`src/hdl/ubm_pkg.sv`:
```
// break address and cycle matcher: shared constants
// assumes a 32-bit classic wishbone register bus and single-clock core buses
package ubm_pkg;

    // ------------------------------------------------------------
    // register byte offsets
    // ------------------------------------------------------------
    localparam logic [7:0] OFF_A_ADDR = 8'h00;
    localparam logic [7:0] OFF_A_MASK = 8'h04;
    localparam logic [7:0] OFF_A_CYC  = 8'h08;
    localparam logic [7:0] OFF_B_ADDR = 8'h0C;
    localparam logic [7:0] OFF_B_MASK = 8'h10;
    localparam logic [7:0] OFF_B_CYC  = 8'h14;
    localparam logic [7:0] OFF_STATUS = 8'h18;

    // ------------------------------------------------------------
    // reset values
    // ------------------------------------------------------------
    localparam logic [31:0] ADDR_RST = 32'h0000_0000;
    localparam logic [31:0] MASK_RST = 32'h0000_0000;
    localparam logic [7:0]  CYC_RST  = 8'h00;
    localparam logic [1:0]  SEEN_RST = 2'h0;

    // ------------------------------------------------------------
    // cycle qualifier field positions (low bit of each field)
    // ------------------------------------------------------------
    localparam int BUS_POS = 6;
    localparam int ACC_POS = 4;
    localparam int DIR_POS = 2;
    localparam int SZ_POS  = 0;
    localparam int NCHAN   = 2;

    // ------------------------------------------------------------
    // field encodings
    // ------------------------------------------------------------
    localparam logic [1:0] BUS_OFF   = 2'h0;
    localparam logic [1:0] BUS_LBUS  = 2'h1;
    localparam logic [1:0] BUS_IBUS  = 2'h2;
    localparam logic [1:0] ACC_FETCH = 2'h1;
    localparam logic [1:0] ACC_DATA  = 2'h2;
    localparam logic [1:0] ACC_ANY   = 2'h3;
    localparam logic [1:0] DIR_READ  = 2'h1;
    localparam logic [1:0] DIR_WRITE = 2'h2;
    localparam logic [1:0] DIR_ANY   = 2'h3;
    localparam logic [1:0] SZ_IGNORE = 2'h0;

endpackage

```
`src/hdl/ubm_cycle_qual.sv`:
```
// cycle qualifier: checks one bus cycle against access, direction, size fields
// assumes bus attributes are already steered from the selected bus
`timescale 1ns/1ps
module ubm_cycle_qual (
    // programmed fields, all 8 bits of a cycle qualifier; bits 5:0 are decoded
    input  wire logic [7:0] fields_i,
    // attributes of the watched cycle
    input  wire logic       fetch_i,
    input  wire logic       write_i,
    input  wire logic [1:0] size_i,
    // all enabled qualifiers hold
    output logic            qual_o
);

    logic [1:0] acc_f;
    logic [1:0] dir_f;
    logic [1:0] sz_f;
    logic       acc_ok;
    logic       dir_ok;
    logic       sz_ok;

    assign acc_f = fields_i[ubm_pkg::ACC_POS +: 2];
    assign dir_f = fields_i[ubm_pkg::DIR_POS +: 2];
    assign sz_f  = fields_i[ubm_pkg::SZ_POS +: 2];

    // field decode; a zero access or direction field leaves the channel idle
    always_comb begin
        case (acc_f)
            ubm_pkg::ACC_FETCH: acc_ok = fetch_i;
            ubm_pkg::ACC_DATA:  acc_ok = ~fetch_i;
            ubm_pkg::ACC_ANY:   acc_ok = 1'b1;
            default:            acc_ok = 1'b0;
        endcase
        case (dir_f)
            ubm_pkg::DIR_READ:  dir_ok = ~write_i;
            ubm_pkg::DIR_WRITE: dir_ok = write_i;
            ubm_pkg::DIR_ANY:   dir_ok = 1'b1;
            default:            dir_ok = 1'b0;
        endcase
        sz_ok  = (sz_f == ubm_pkg::SZ_IGNORE) || (sz_f == size_i);
        qual_o = acc_ok & dir_ok & sz_ok;
    end

endmodule

```
`src/hdl/ubm_addr_cmp.sv`:
```
// masked address comparator for one channel
// assumes compare and mask come from registers on the same clock
`timescale 1ns/1ps
module ubm_addr_cmp (
    // watched address
    input  wire logic [31:0] addr_i,
    // programmed compare value and mask
    input  wire logic [31:0] cmp_i,
    input  wire logic [31:0] mask_i,
    // every unmasked bit equal
    output logic             eq_o
);

    logic [31:0] miss;

    // one bit cell per address position; a set mask bit forces agreement
    for (genvar n = 0; n < 32; n++) begin : g_bit
        // per-bit mask, same cell for both channels
        assign miss[n] = (addr_i[n] ^ cmp_i[n]) & ~mask_i[n];
    end

    assign eq_o = ~|miss;

endmodule

```
`src/hdl/ubm_break_matcher.sv`:
```
// break address and cycle matcher: two channels, registers on wishbone
// assumes core bus attributes are on clk_i and valid for one cycle per access
`timescale 1ns/1ps
module ubm_break_matcher (
    // clock and reset
    input  wire logic        clk_i,
    input  wire logic        rst_i,
    // wishbone slave
    input  wire logic        wb_cyc_i,
    input  wire logic        wb_stb_i,
    input  wire logic        wb_we_i,
    input  wire logic [7:0]  wb_adr_i,
    input  wire logic [3:0]  wb_sel_i,
    input  wire logic [31:0] wb_dat_i,
    output logic      [31:0] wb_dat_o,
    output logic             wb_ack_o,
    // L-bus cycle
    input  wire logic        lbus_valid_i,
    input  wire logic [31:0] lbus_address_i,
    input  wire logic        lbus_fetch_i,
    input  wire logic        lbus_write_i,
    input  wire logic [1:0]  lbus_size_i,
    // I-bus cycle
    input  wire logic        ibus_valid_i,
    input  wire logic [31:0] ibus_address_i,
    input  wire logic        ibus_fetch_i,
    input  wire logic        ibus_write_i,
    input  wire logic [1:0]  ibus_size_i,
    // per-channel match and combined break request
    output logic      [1:0]  chan_match_o,
    output logic             break_req_o
);

    // ------------------------------------------------------------
    // state
    // ------------------------------------------------------------
    logic [1:0][31:0] addr_q;
    logic [1:0][31:0] addr_d;
    logic [1:0][31:0] mask_q;
    logic [1:0][31:0] mask_d;
    logic [1:0][7:0]  cyc_q;
    logic [1:0][7:0]  cyc_d;
    logic [1:0]       seen_q;
    logic [1:0]       seen_d;
    logic             ack_q;
    logic             ack_d;
    logic [31:0]      rdat_q;
    logic [31:0]      rdat_d;
    logic [1:0]       match_q;
    logic [1:0]       match_d;
    logic             brk_q;
    logic             brk_d;
    logic             take;

    // ------------------------------------------------------------
    // byte-lane merge
    // ------------------------------------------------------------
    function automatic logic [31:0] merge(input logic [31:0] old, input logic [31:0] dat,
                                          input logic [3:0] sel);
        logic [31:0] r;
        r = old;
        for (int b = 0; b < 4; b++) begin
            if (sel[b]) begin
                r[8*b +: 8] = dat[8*b +: 8];
            end
        end
        return r;
    endfunction

    // ------------------------------------------------------------
    // per-channel matching
    // ------------------------------------------------------------
    logic [1:0]       sel_valid;
    logic [1:0][31:0] sel_addr;
    logic [1:0]       sel_fetch;
    logic [1:0]       sel_write;
    logic [1:0][1:0]  sel_size;
    logic [1:0]       qual;
    logic [1:0]       addr_eq;

    for (genvar c = 0; c < ubm_pkg::NCHAN; c++) begin : g_chan
        logic [1:0] bus_f;
        assign bus_f = cyc_q[c][ubm_pkg::BUS_POS +: 2];

        // bus steering; 11 falls back to the L-bus
        always_comb begin
            case (bus_f)
                ubm_pkg::BUS_OFF: begin
                    sel_valid[c] = 1'b0;
                    sel_addr[c]  = lbus_address_i;
                    sel_fetch[c] = lbus_fetch_i;
                    sel_write[c] = lbus_write_i;
                    sel_size[c]  = lbus_size_i;
                end
                ubm_pkg::BUS_IBUS: begin
                    sel_valid[c] = ibus_valid_i;
                    sel_addr[c]  = ibus_address_i;
                    sel_fetch[c] = ibus_fetch_i;
                    sel_write[c] = ibus_write_i;
                    sel_size[c]  = ibus_size_i;
                end
                default: begin
                    sel_valid[c] = lbus_valid_i;
                    sel_addr[c]  = lbus_address_i;
                    sel_fetch[c] = lbus_fetch_i;
                    sel_write[c] = lbus_write_i;
                    sel_size[c]  = lbus_size_i;
                end
            endcase
        end

        // same qualifier logic for both channels
        ubm_cycle_qual u_qual (
            .fields_i (cyc_q[c]),
            .fetch_i  (sel_fetch[c]),
            .write_i  (sel_write[c]),
            .size_i   (sel_size[c]),
            .qual_o   (qual[c])
        );

        // masked compare on the selected address
        ubm_addr_cmp u_cmp (
            .addr_i (sel_addr[c]),
            .cmp_i  (addr_q[c]),
            .mask_i (mask_q[c]),
            .eq_o   (addr_eq[c])
        );

        // all checks in the same cycle
        assign match_d[c] = sel_valid[c] & qual[c] & addr_eq[c];
    end

    // break request one cycle after any channel match
    assign brk_d = |match_q;

    // ------------------------------------------------------------
    // register file next state
    // ------------------------------------------------------------
    // single-cycle answer: ack the cycle after the request is seen
    assign take = wb_cyc_i & wb_stb_i & ~ack_q;

    always_comb begin
        addr_d = addr_q;
        mask_d = mask_q;
        cyc_d  = cyc_q;
        seen_d = seen_q;
        rdat_d = rdat_q;
        ack_d  = take;
        if (take && wb_we_i) begin
            case (wb_adr_i)
                ubm_pkg::OFF_A_ADDR: addr_d[0] = merge(addr_q[0], wb_dat_i, wb_sel_i);
                ubm_pkg::OFF_A_MASK: mask_d[0] = merge(mask_q[0], wb_dat_i, wb_sel_i);
                ubm_pkg::OFF_B_ADDR: addr_d[1] = merge(addr_q[1], wb_dat_i, wb_sel_i);
                ubm_pkg::OFF_B_MASK: mask_d[1] = merge(mask_q[1], wb_dat_i, wb_sel_i);
                // upper three bytes of a qualifier are not stored
                ubm_pkg::OFF_A_CYC: begin
                    if (wb_sel_i[0]) begin
                        cyc_d[0] = wb_dat_i[7:0];
                    end
                end
                ubm_pkg::OFF_B_CYC: begin
                    if (wb_sel_i[0]) begin
                        cyc_d[1] = wb_dat_i[7:0];
                    end
                end
                ubm_pkg::OFF_STATUS: begin
                    if (wb_sel_i[0]) begin
                        seen_d = seen_q & ~wb_dat_i[1:0];
                    end
                end
                default: ;
            endcase
        end else if (take) begin
            case (wb_adr_i)
                ubm_pkg::OFF_A_ADDR: rdat_d = addr_q[0];
                ubm_pkg::OFF_A_MASK: rdat_d = mask_q[0];
                ubm_pkg::OFF_B_ADDR: rdat_d = addr_q[1];
                ubm_pkg::OFF_B_MASK: rdat_d = mask_q[1];
                ubm_pkg::OFF_A_CYC:  rdat_d = {24'h000000, cyc_q[0]};
                ubm_pkg::OFF_B_CYC:  rdat_d = {24'h000000, cyc_q[1]};
                ubm_pkg::OFF_STATUS: rdat_d = {30'h0, seen_q};
                default:             rdat_d = 32'h0000_0000;
            endcase
        end
        // a match in the clearing cycle survives the clear
        seen_d = seen_d | match_q;
    end

    // ------------------------------------------------------------
    // registers
    // ------------------------------------------------------------
    // everything clears, leaving all channels disabled
    always_ff @(posedge clk_i) begin
        if (rst_i) begin
            addr_q  <= {ubm_pkg::ADDR_RST, ubm_pkg::ADDR_RST};
            mask_q  <= {ubm_pkg::MASK_RST, ubm_pkg::MASK_RST};
            cyc_q   <= {ubm_pkg::CYC_RST, ubm_pkg::CYC_RST};
            seen_q  <= ubm_pkg::SEEN_RST;
            ack_q   <= 1'b0;
            rdat_q  <= 32'h0000_0000;
            match_q <= 2'h0;
            brk_q   <= 1'b0;
        end else begin
            addr_q  <= addr_d;
            mask_q  <= mask_d;
            cyc_q   <= cyc_d;
            seen_q  <= seen_d;
            ack_q   <= ack_d;
            rdat_q  <= rdat_d;
            match_q <= match_d;
            brk_q   <= brk_d;
        end
    end

    assign wb_ack_o     = ack_q;
    assign wb_dat_o     = rdat_q;
    assign chan_match_o = match_q;
    assign break_req_o  = brk_q;

    // ------------------------------------------------------------
    // checks
    // ------------------------------------------------------------
    a_ack_single_cycle: assert property (@(posedge clk_i) disable iff (rst_i)
        wb_ack_o |=> !wb_ack_o)
        else $error("ack held for more than one cycle");

    a_ack_after_req: assert property (@(posedge clk_i) disable iff (rst_i)
        (wb_cyc_i && wb_stb_i && !wb_ack_o) |=> wb_ack_o)
        else $error("request not acknowledged next cycle");

    a_resv_reads_zero: assert property (@(posedge clk_i) disable iff (rst_i)
        (take && !wb_we_i && (wb_adr_i == ubm_pkg::OFF_A_CYC || wb_adr_i == ubm_pkg::OFF_B_CYC))
        |=> (wb_dat_o[31:8] == 24'h000000))
        else $error("reserved qualifier bits read nonzero");

    // reset sampled at one edge must leave cleared state at the next; the very first
    // edge of the run has no history, so no sampled-past value is used here
    a_reset_clears_all: assert property (@(posedge clk_i)
        rst_i |=> (addr_q == 64'h0 && mask_q == 64'h0 && cyc_q == 16'h0000
                          && chan_match_o == 2'h0))
        else $error("state not cleared by reset");

    a_addr_write_lands: assert property (@(posedge clk_i) disable iff (rst_i)
        (take && wb_we_i && wb_adr_i == ubm_pkg::OFF_A_ADDR && wb_sel_i == 4'hF)
        |=> (addr_q[0] == $past(wb_dat_i)))
        else $error("channel A address write lost");

    a_match_masked_eq: assert property (@(posedge clk_i) disable iff (rst_i)
        chan_match_o[1] |-> $past(((sel_addr[1] ^ addr_q[1]) & ~mask_q[1]) == 32'h0
                                  && sel_valid[1]))
        else $error("channel B matched with unmasked address difference");

    a_bus_off_quiet: assert property (@(posedge clk_i) disable iff (rst_i)
        (cyc_q[0][7:6] == 2'h0) |=> !chan_match_o[0])
        else $error("channel A matched with bus select off");

    a_ibus_select: assert property (@(posedge clk_i) disable iff (rst_i)
        (cyc_q[0][7:6] == 2'h2 && !ibus_valid_i) |=> !chan_match_o[0])
        else $error("channel A matched without an I-bus cycle");

    a_dir_write_only: assert property (@(posedge clk_i) disable iff (rst_i)
        (chan_match_o[0] && $past(cyc_q[0][3:2]) == 2'h2) |-> $past(sel_write[0]))
        else $error("write-only channel A matched a read");

    a_size_exact: assert property (@(posedge clk_i) disable iff (rst_i)
        (chan_match_o[0] && $past(cyc_q[0][1:0]) != 2'h0)
        |-> ($past(cyc_q[0][1:0]) == $past(sel_size[0])))
        else $error("channel A matched a wrong operand size");

    a_break_follows: assert property (@(posedge clk_i) disable iff (rst_i)
        (chan_match_o != 2'h0) |=> break_req_o ##1 (break_req_o == $past(chan_match_o != 2'h0)))
        else $error("break request does not follow a match");

    a_acc_off_quiet: assert property (@(posedge clk_i) disable iff (rst_i)
        (cyc_q[0][5:4] == 2'h0) |=> !chan_match_o[0])
        else $error("channel A matched with access type off");

    // channel B shares the decode, but its own fields must steer it
    a_b_dir_off_quiet: assert property (@(posedge clk_i) disable iff (rst_i)
        (cyc_q[1][3:2] == 2'h0) |=> !chan_match_o[1])
        else $error("channel B matched with direction off");

    a_b_fetch_only: assert property (@(posedge clk_i) disable iff (rst_i)
        (chan_match_o[1] && $past(cyc_q[1][5:4]) == 2'h1) |-> $past(sel_fetch[1]))
        else $error("fetch-only channel B matched a data access");

    a_b_size_exact: assert property (@(posedge clk_i) disable iff (rst_i)
        (chan_match_o[1] && $past(cyc_q[1][1:0]) != 2'h0)
        |-> ($past(cyc_q[1][1:0]) == $past(sel_size[1])))
        else $error("channel B matched a wrong operand size");

endmodule

```
`config.mk`:
```
export PLATFORM = sky130hd
export DESIGN_NAME = ubm_break_matcher
export DESIGN_NICKNAME = d
export VERILOG_FILES = /design/src/hdl/ubm_pkg.sv /design/src/hdl/ubm_cycle_qual.sv /design/src/hdl/ubm_addr_cmp.sv /design/src/hdl/ubm_break_matcher.sv
export SDC_FILE = /design/constraint.sdc
export NUM_CORES = 1
export LEC_CHECK = 0
export BUFFER_PORTS_ARGS = -buffer_cell sky130_fd_sc_hd__clkbuf_2
export CORE_ASPECT_RATIO = 2
export CORE_MARGIN = 4
export CORE_UTILIZATION = 53
export DETAILED_ROUTE_END_ITERATION = 16
export PLACE_DENSITY = 0.76
export SLEW_MARGIN = 15
export SYNTH_ARGS = -nofsm -noshare
export SYNTH_HDL_FRONTEND = slang
export SYNTH_HIERARCHICAL = 1
export SYNTH_SLANG_ARGS = --single-unit
```
`constraint.sdc`:
```
create_clock -name clk_i -period 2.85 [get_ports clk_i]
set_input_delay 0.285 -clock clk_i [delete_from_list [all_inputs] [get_ports clk_i]]
set_output_delay 0.285 -clock clk_i [all_outputs]
set_load 0.01 [all_outputs]
```
==> reports/metrics.csv <==
stage,metric,value,unit
die,boundary pin count,159,
timing,fin crit period,2.70,ns
worst_setup_path,Critical Path End Type,flop,
route,via count,9316,
timing,Layout Skew,0.0106,ns
cells_and_area,Nets,1305,
global_route,GRT Resource Usage Total,33.7,%
clocking,hold_buf cts,0,
clocking,clk sinks,182,
die,core area,0.0178,sq mm
timing,FMAX,0.370,GHz
timing,final cycle utilization of the critical path,94.9,%
clocking,TritonCTS Buffers,17,
global_route,first-pass GRT wire length,51300,um
route,routed wire length,34400,um
die,Initial Utilization,53.8,%
pwr,leakage power,4.85,nW
route,drt first pass iters,6,
route,DR DRC count,0,
route,Avg WL per Cell,24.4,um
clocking,Longest Clk Path Bufs,2,
die,die width,103,um
timing,slew of the pin with the lowest slew margin,0.766,ns
cells_and_area,fillcell total,1530,
timing,Final setup viols,0,
yosys,cell count after synthesis,1032,
worst_setup_path,CP arrival,3.06,ns
pwr,Cell Pwr Density,476,mW/mm^2
place,# port buffers,158,
worst_setup_path,Crit path required time,3.21,ns
clocking,Root Buffer,clkbuf_16,
global_route,vias in the first global route,9112,
yosys,Synthesis Warnings,6,
timing,hold_ws,0.113,ns
run,Max Cap Violations,0,
timing,Final Max Slew Viols,0,
timing,final hold viol count,0,
die,Die H,198,um
worst_setup_path,WS Path Type,reg -> reg,
worst_setup_path,crit path max fanout,31,
cells_and_area,P&R area growth vs syn,18.5,%
run_status,status,completed,
route,DR vias/cell,6.61,
yosys,"EDFF count, synth",0,
place,Cells after DPL,1376,
pwr,Max VDD drop,0.000406,V
cells_and_area,Util after Layout,63.7,%
worst_setup_path,Startpoint Class,flop,
global_route,remaining global-route overflow,0,
yosys,ys async rst share,0,%
cells_and_area,multi-input combinational cell area,0.00560,sq mm
route,DRT iter0 DRCs,739,
clocking,clk_lat worst skew,0.44,ns
die,# rows,69,
clocking,CTS tree,done,
yosys,"Avg Cell Area, Syn",9.27,sq um
cells_and_area,share of cells above drive strength 1,28.5,%
yosys,synthesized area,0.00956,sq mm
cells_and_area,"Cell Count, Final, Fillers Out",1410,
timing,RSZ-0062 raised after global routing,false,
clocking,H-tree levels,4,
yosys,Seq cells post-synth,182,
place,GPL Wtd Cong,0.973,
clocking,PostCTS Resize Cnt,0,
cells_and_area,sequential standard cell area,0.00364,sq mm
timing,Slew HR,48.9,%
yosys,Syn Nets,1155,
yosys,register area share after synthesis,38.1,%
worst_hold_path,Tightest Hold Check Type,in -> reg,
timing,Setup TNS,0,ns
clocking,"Setup Fix Bufs, Post-CTS",0,
global_route,pin count of the biggest net entering global routing,93,
place,DP HPWL,25100,um
die,Die ar.,0.0204,sq mm
yosys,post-synth cell types,46,
global_route,initial antenna violation count,2,
yosys,ys flop type,dfxtp_1,
route,antenna-violating nets left,0,
clocking,Clock Pin Slew Worst Setup and Hold Paths,0.07,ns
-- synthesized netlist by cell type, types with 2 or more instances --
cell | count | share of area, %
dfxtp_1 | 182 | 38
mux2i_1 | 104 | 11
nor2_1 | 83 | 3.3
mux2_2 | 81 | 9.5
nand3_1 | 72 | 3.8
a21oi_1 | 65 | 3.4
xnor2_1 | 64 | 5.9
clkbuf_1 | 52 | 2.0
nand2_1 | 51 | 2.0
o22ai_1 | 51 | 3.3
o21ai_0 | 45 | 2.4
a22oi_1 | 30 | 2.4
a22o_1 | 23 | 2.1
buf_2 | 11 | 0.58
nand4_2 | 10 | 1.3
o211ai_1 | 10 | 0.79
nor4_1 | 9 | 0.59
and2_1 | 8 | 0.52
inv_1 | 8 | 0.31
and3_1 | 6 | 0.39
nand4_1 | 6 | 0.39
o2bb2ai_1 | 6 | 0.55
buf_1 | 5 | 0.20
buf_4 | 5 | 0.39
nor3b_1 | 5 | 0.39
and3b_1 | 4 | 0.37
nand2b_1 | 4 | 0.26
nor2b_1 | 4 | 0.26
a32oi_1 | 3 | 0.27
mux4_2 | 3 | 0.71
nor3_1 | 3 | 0.16
a221oi_2 | 2 | 0.31
a311oi_1 | 2 | 0.18
and4_1 | 2 | 0.18
mux2_1 | 2 | 0.24
-- metal layers --
layer | part of all wire [%] | track usage [%]
met5 | 0 | 0
met4 | 10 | 28.9
met3 | 8.6 | 5.89
met2 | 49 | 54.9
met1 | 33 | 36.5
-- where the power goes --
group / internal, W / total (W) / leakage, nW / switching, W
clock: 0.00133 / 0.00237 / 0.274 / 0.00104
sequential: 0.00254 / 0.00254 / 1.47 / 0.000000790
combinational: 0.000189 / 0.000485 / 3.11 / 0.000296
-- flip-flops by register name, indices dropped and copies added (netlist names) --
| name | count |
|---|---|
| addr_q | 64 |
| mask_q | 64 |
| wb_dat_o | 32 |
| cyc_q | 16 |
| chan_match_o | 2 |
| seen_q | 2 |
| break_req_o | 1 |
| wb_ack_o | 1 |
-- logic make-up after synthesis --
kind of cell | count (synthesis) | share of synthesized area, %
mux | 190 | 21.4
flops | 182 | 38.1
xor+xnor | 64 | 5.86
compound gates | 239 | 16.1
buf+inv | 81 | 3.52
simple gates | 276 | 15.1
-- worst paths after layout --
path | cells past startpoint | slack [ns] | to | from
worst max-delay path | 9 | 0.15 | chan_match_o[1] | cyc_q[14]
worst min register to register | 2 | 0.46 | wb_dat_o[4] | wb_dat_o[4]
worst min-delay path | 2 | 0.11 | wb_ack_o | wb_cyc_i
worst max register to register | 9 | 0.15 | chan_match_o[1] | cyc_q[14]
-- metrics by stage --
stage | power (W) | cell area, sq um | setup WS [ns]
CTS | 0.00540 | 11300 | 0.254
detailed placement | 0.00307 | 10700 | 0.292
global placement | 0.00306 | 10700 | 0.297
global route | 0.00553 | 11300 | 0.125
finish | 0.00540 | 11300 | 0.145
floorplan | 0.00284 | 9560 | 0.493
-- critical path, stage by stage, from the launching register on --
cell	delay, ns
dfxtp_1	0.36
nand2b_2	0.26
buf_12	0.26
mux2_2	0.37
xnor2_1	0.28
o22ai_1	0.14
nor4_1	0.49
and4_1	0.26
nand2_1	0.05
nor3_1	0.13
-- area by class of cell --
cell class                 count  share of cell area [%]
multi-input combinational    769                    49.4
inverter                       8                   0.265
tap                          213                    2.35
clock inverter                12                    1.26
sequential                   182                    32.2
antenna                        2                  0.0442
timing repair buffer         204                    10.6
clock buffer                  20                    3.94
-- cells in the final DEF (no fill, tap or decap), types with 17 or more instances in the layout --
cell type / count
dfxtp_1: 182
o21ai_0: 45
a22oi_1: 30
a21oi_1: 65
nor2_1: 83
clkbuf_2: 157
nand3_1: 72
mux2_2: 81
o22ai_1: 51
a22o_1: 23
xnor2_1: 64
mux2i_1: 104
clkbuf_16: 17
nand2_1: 51
buf_4: 42
Power figures use the tool's default switching activity.
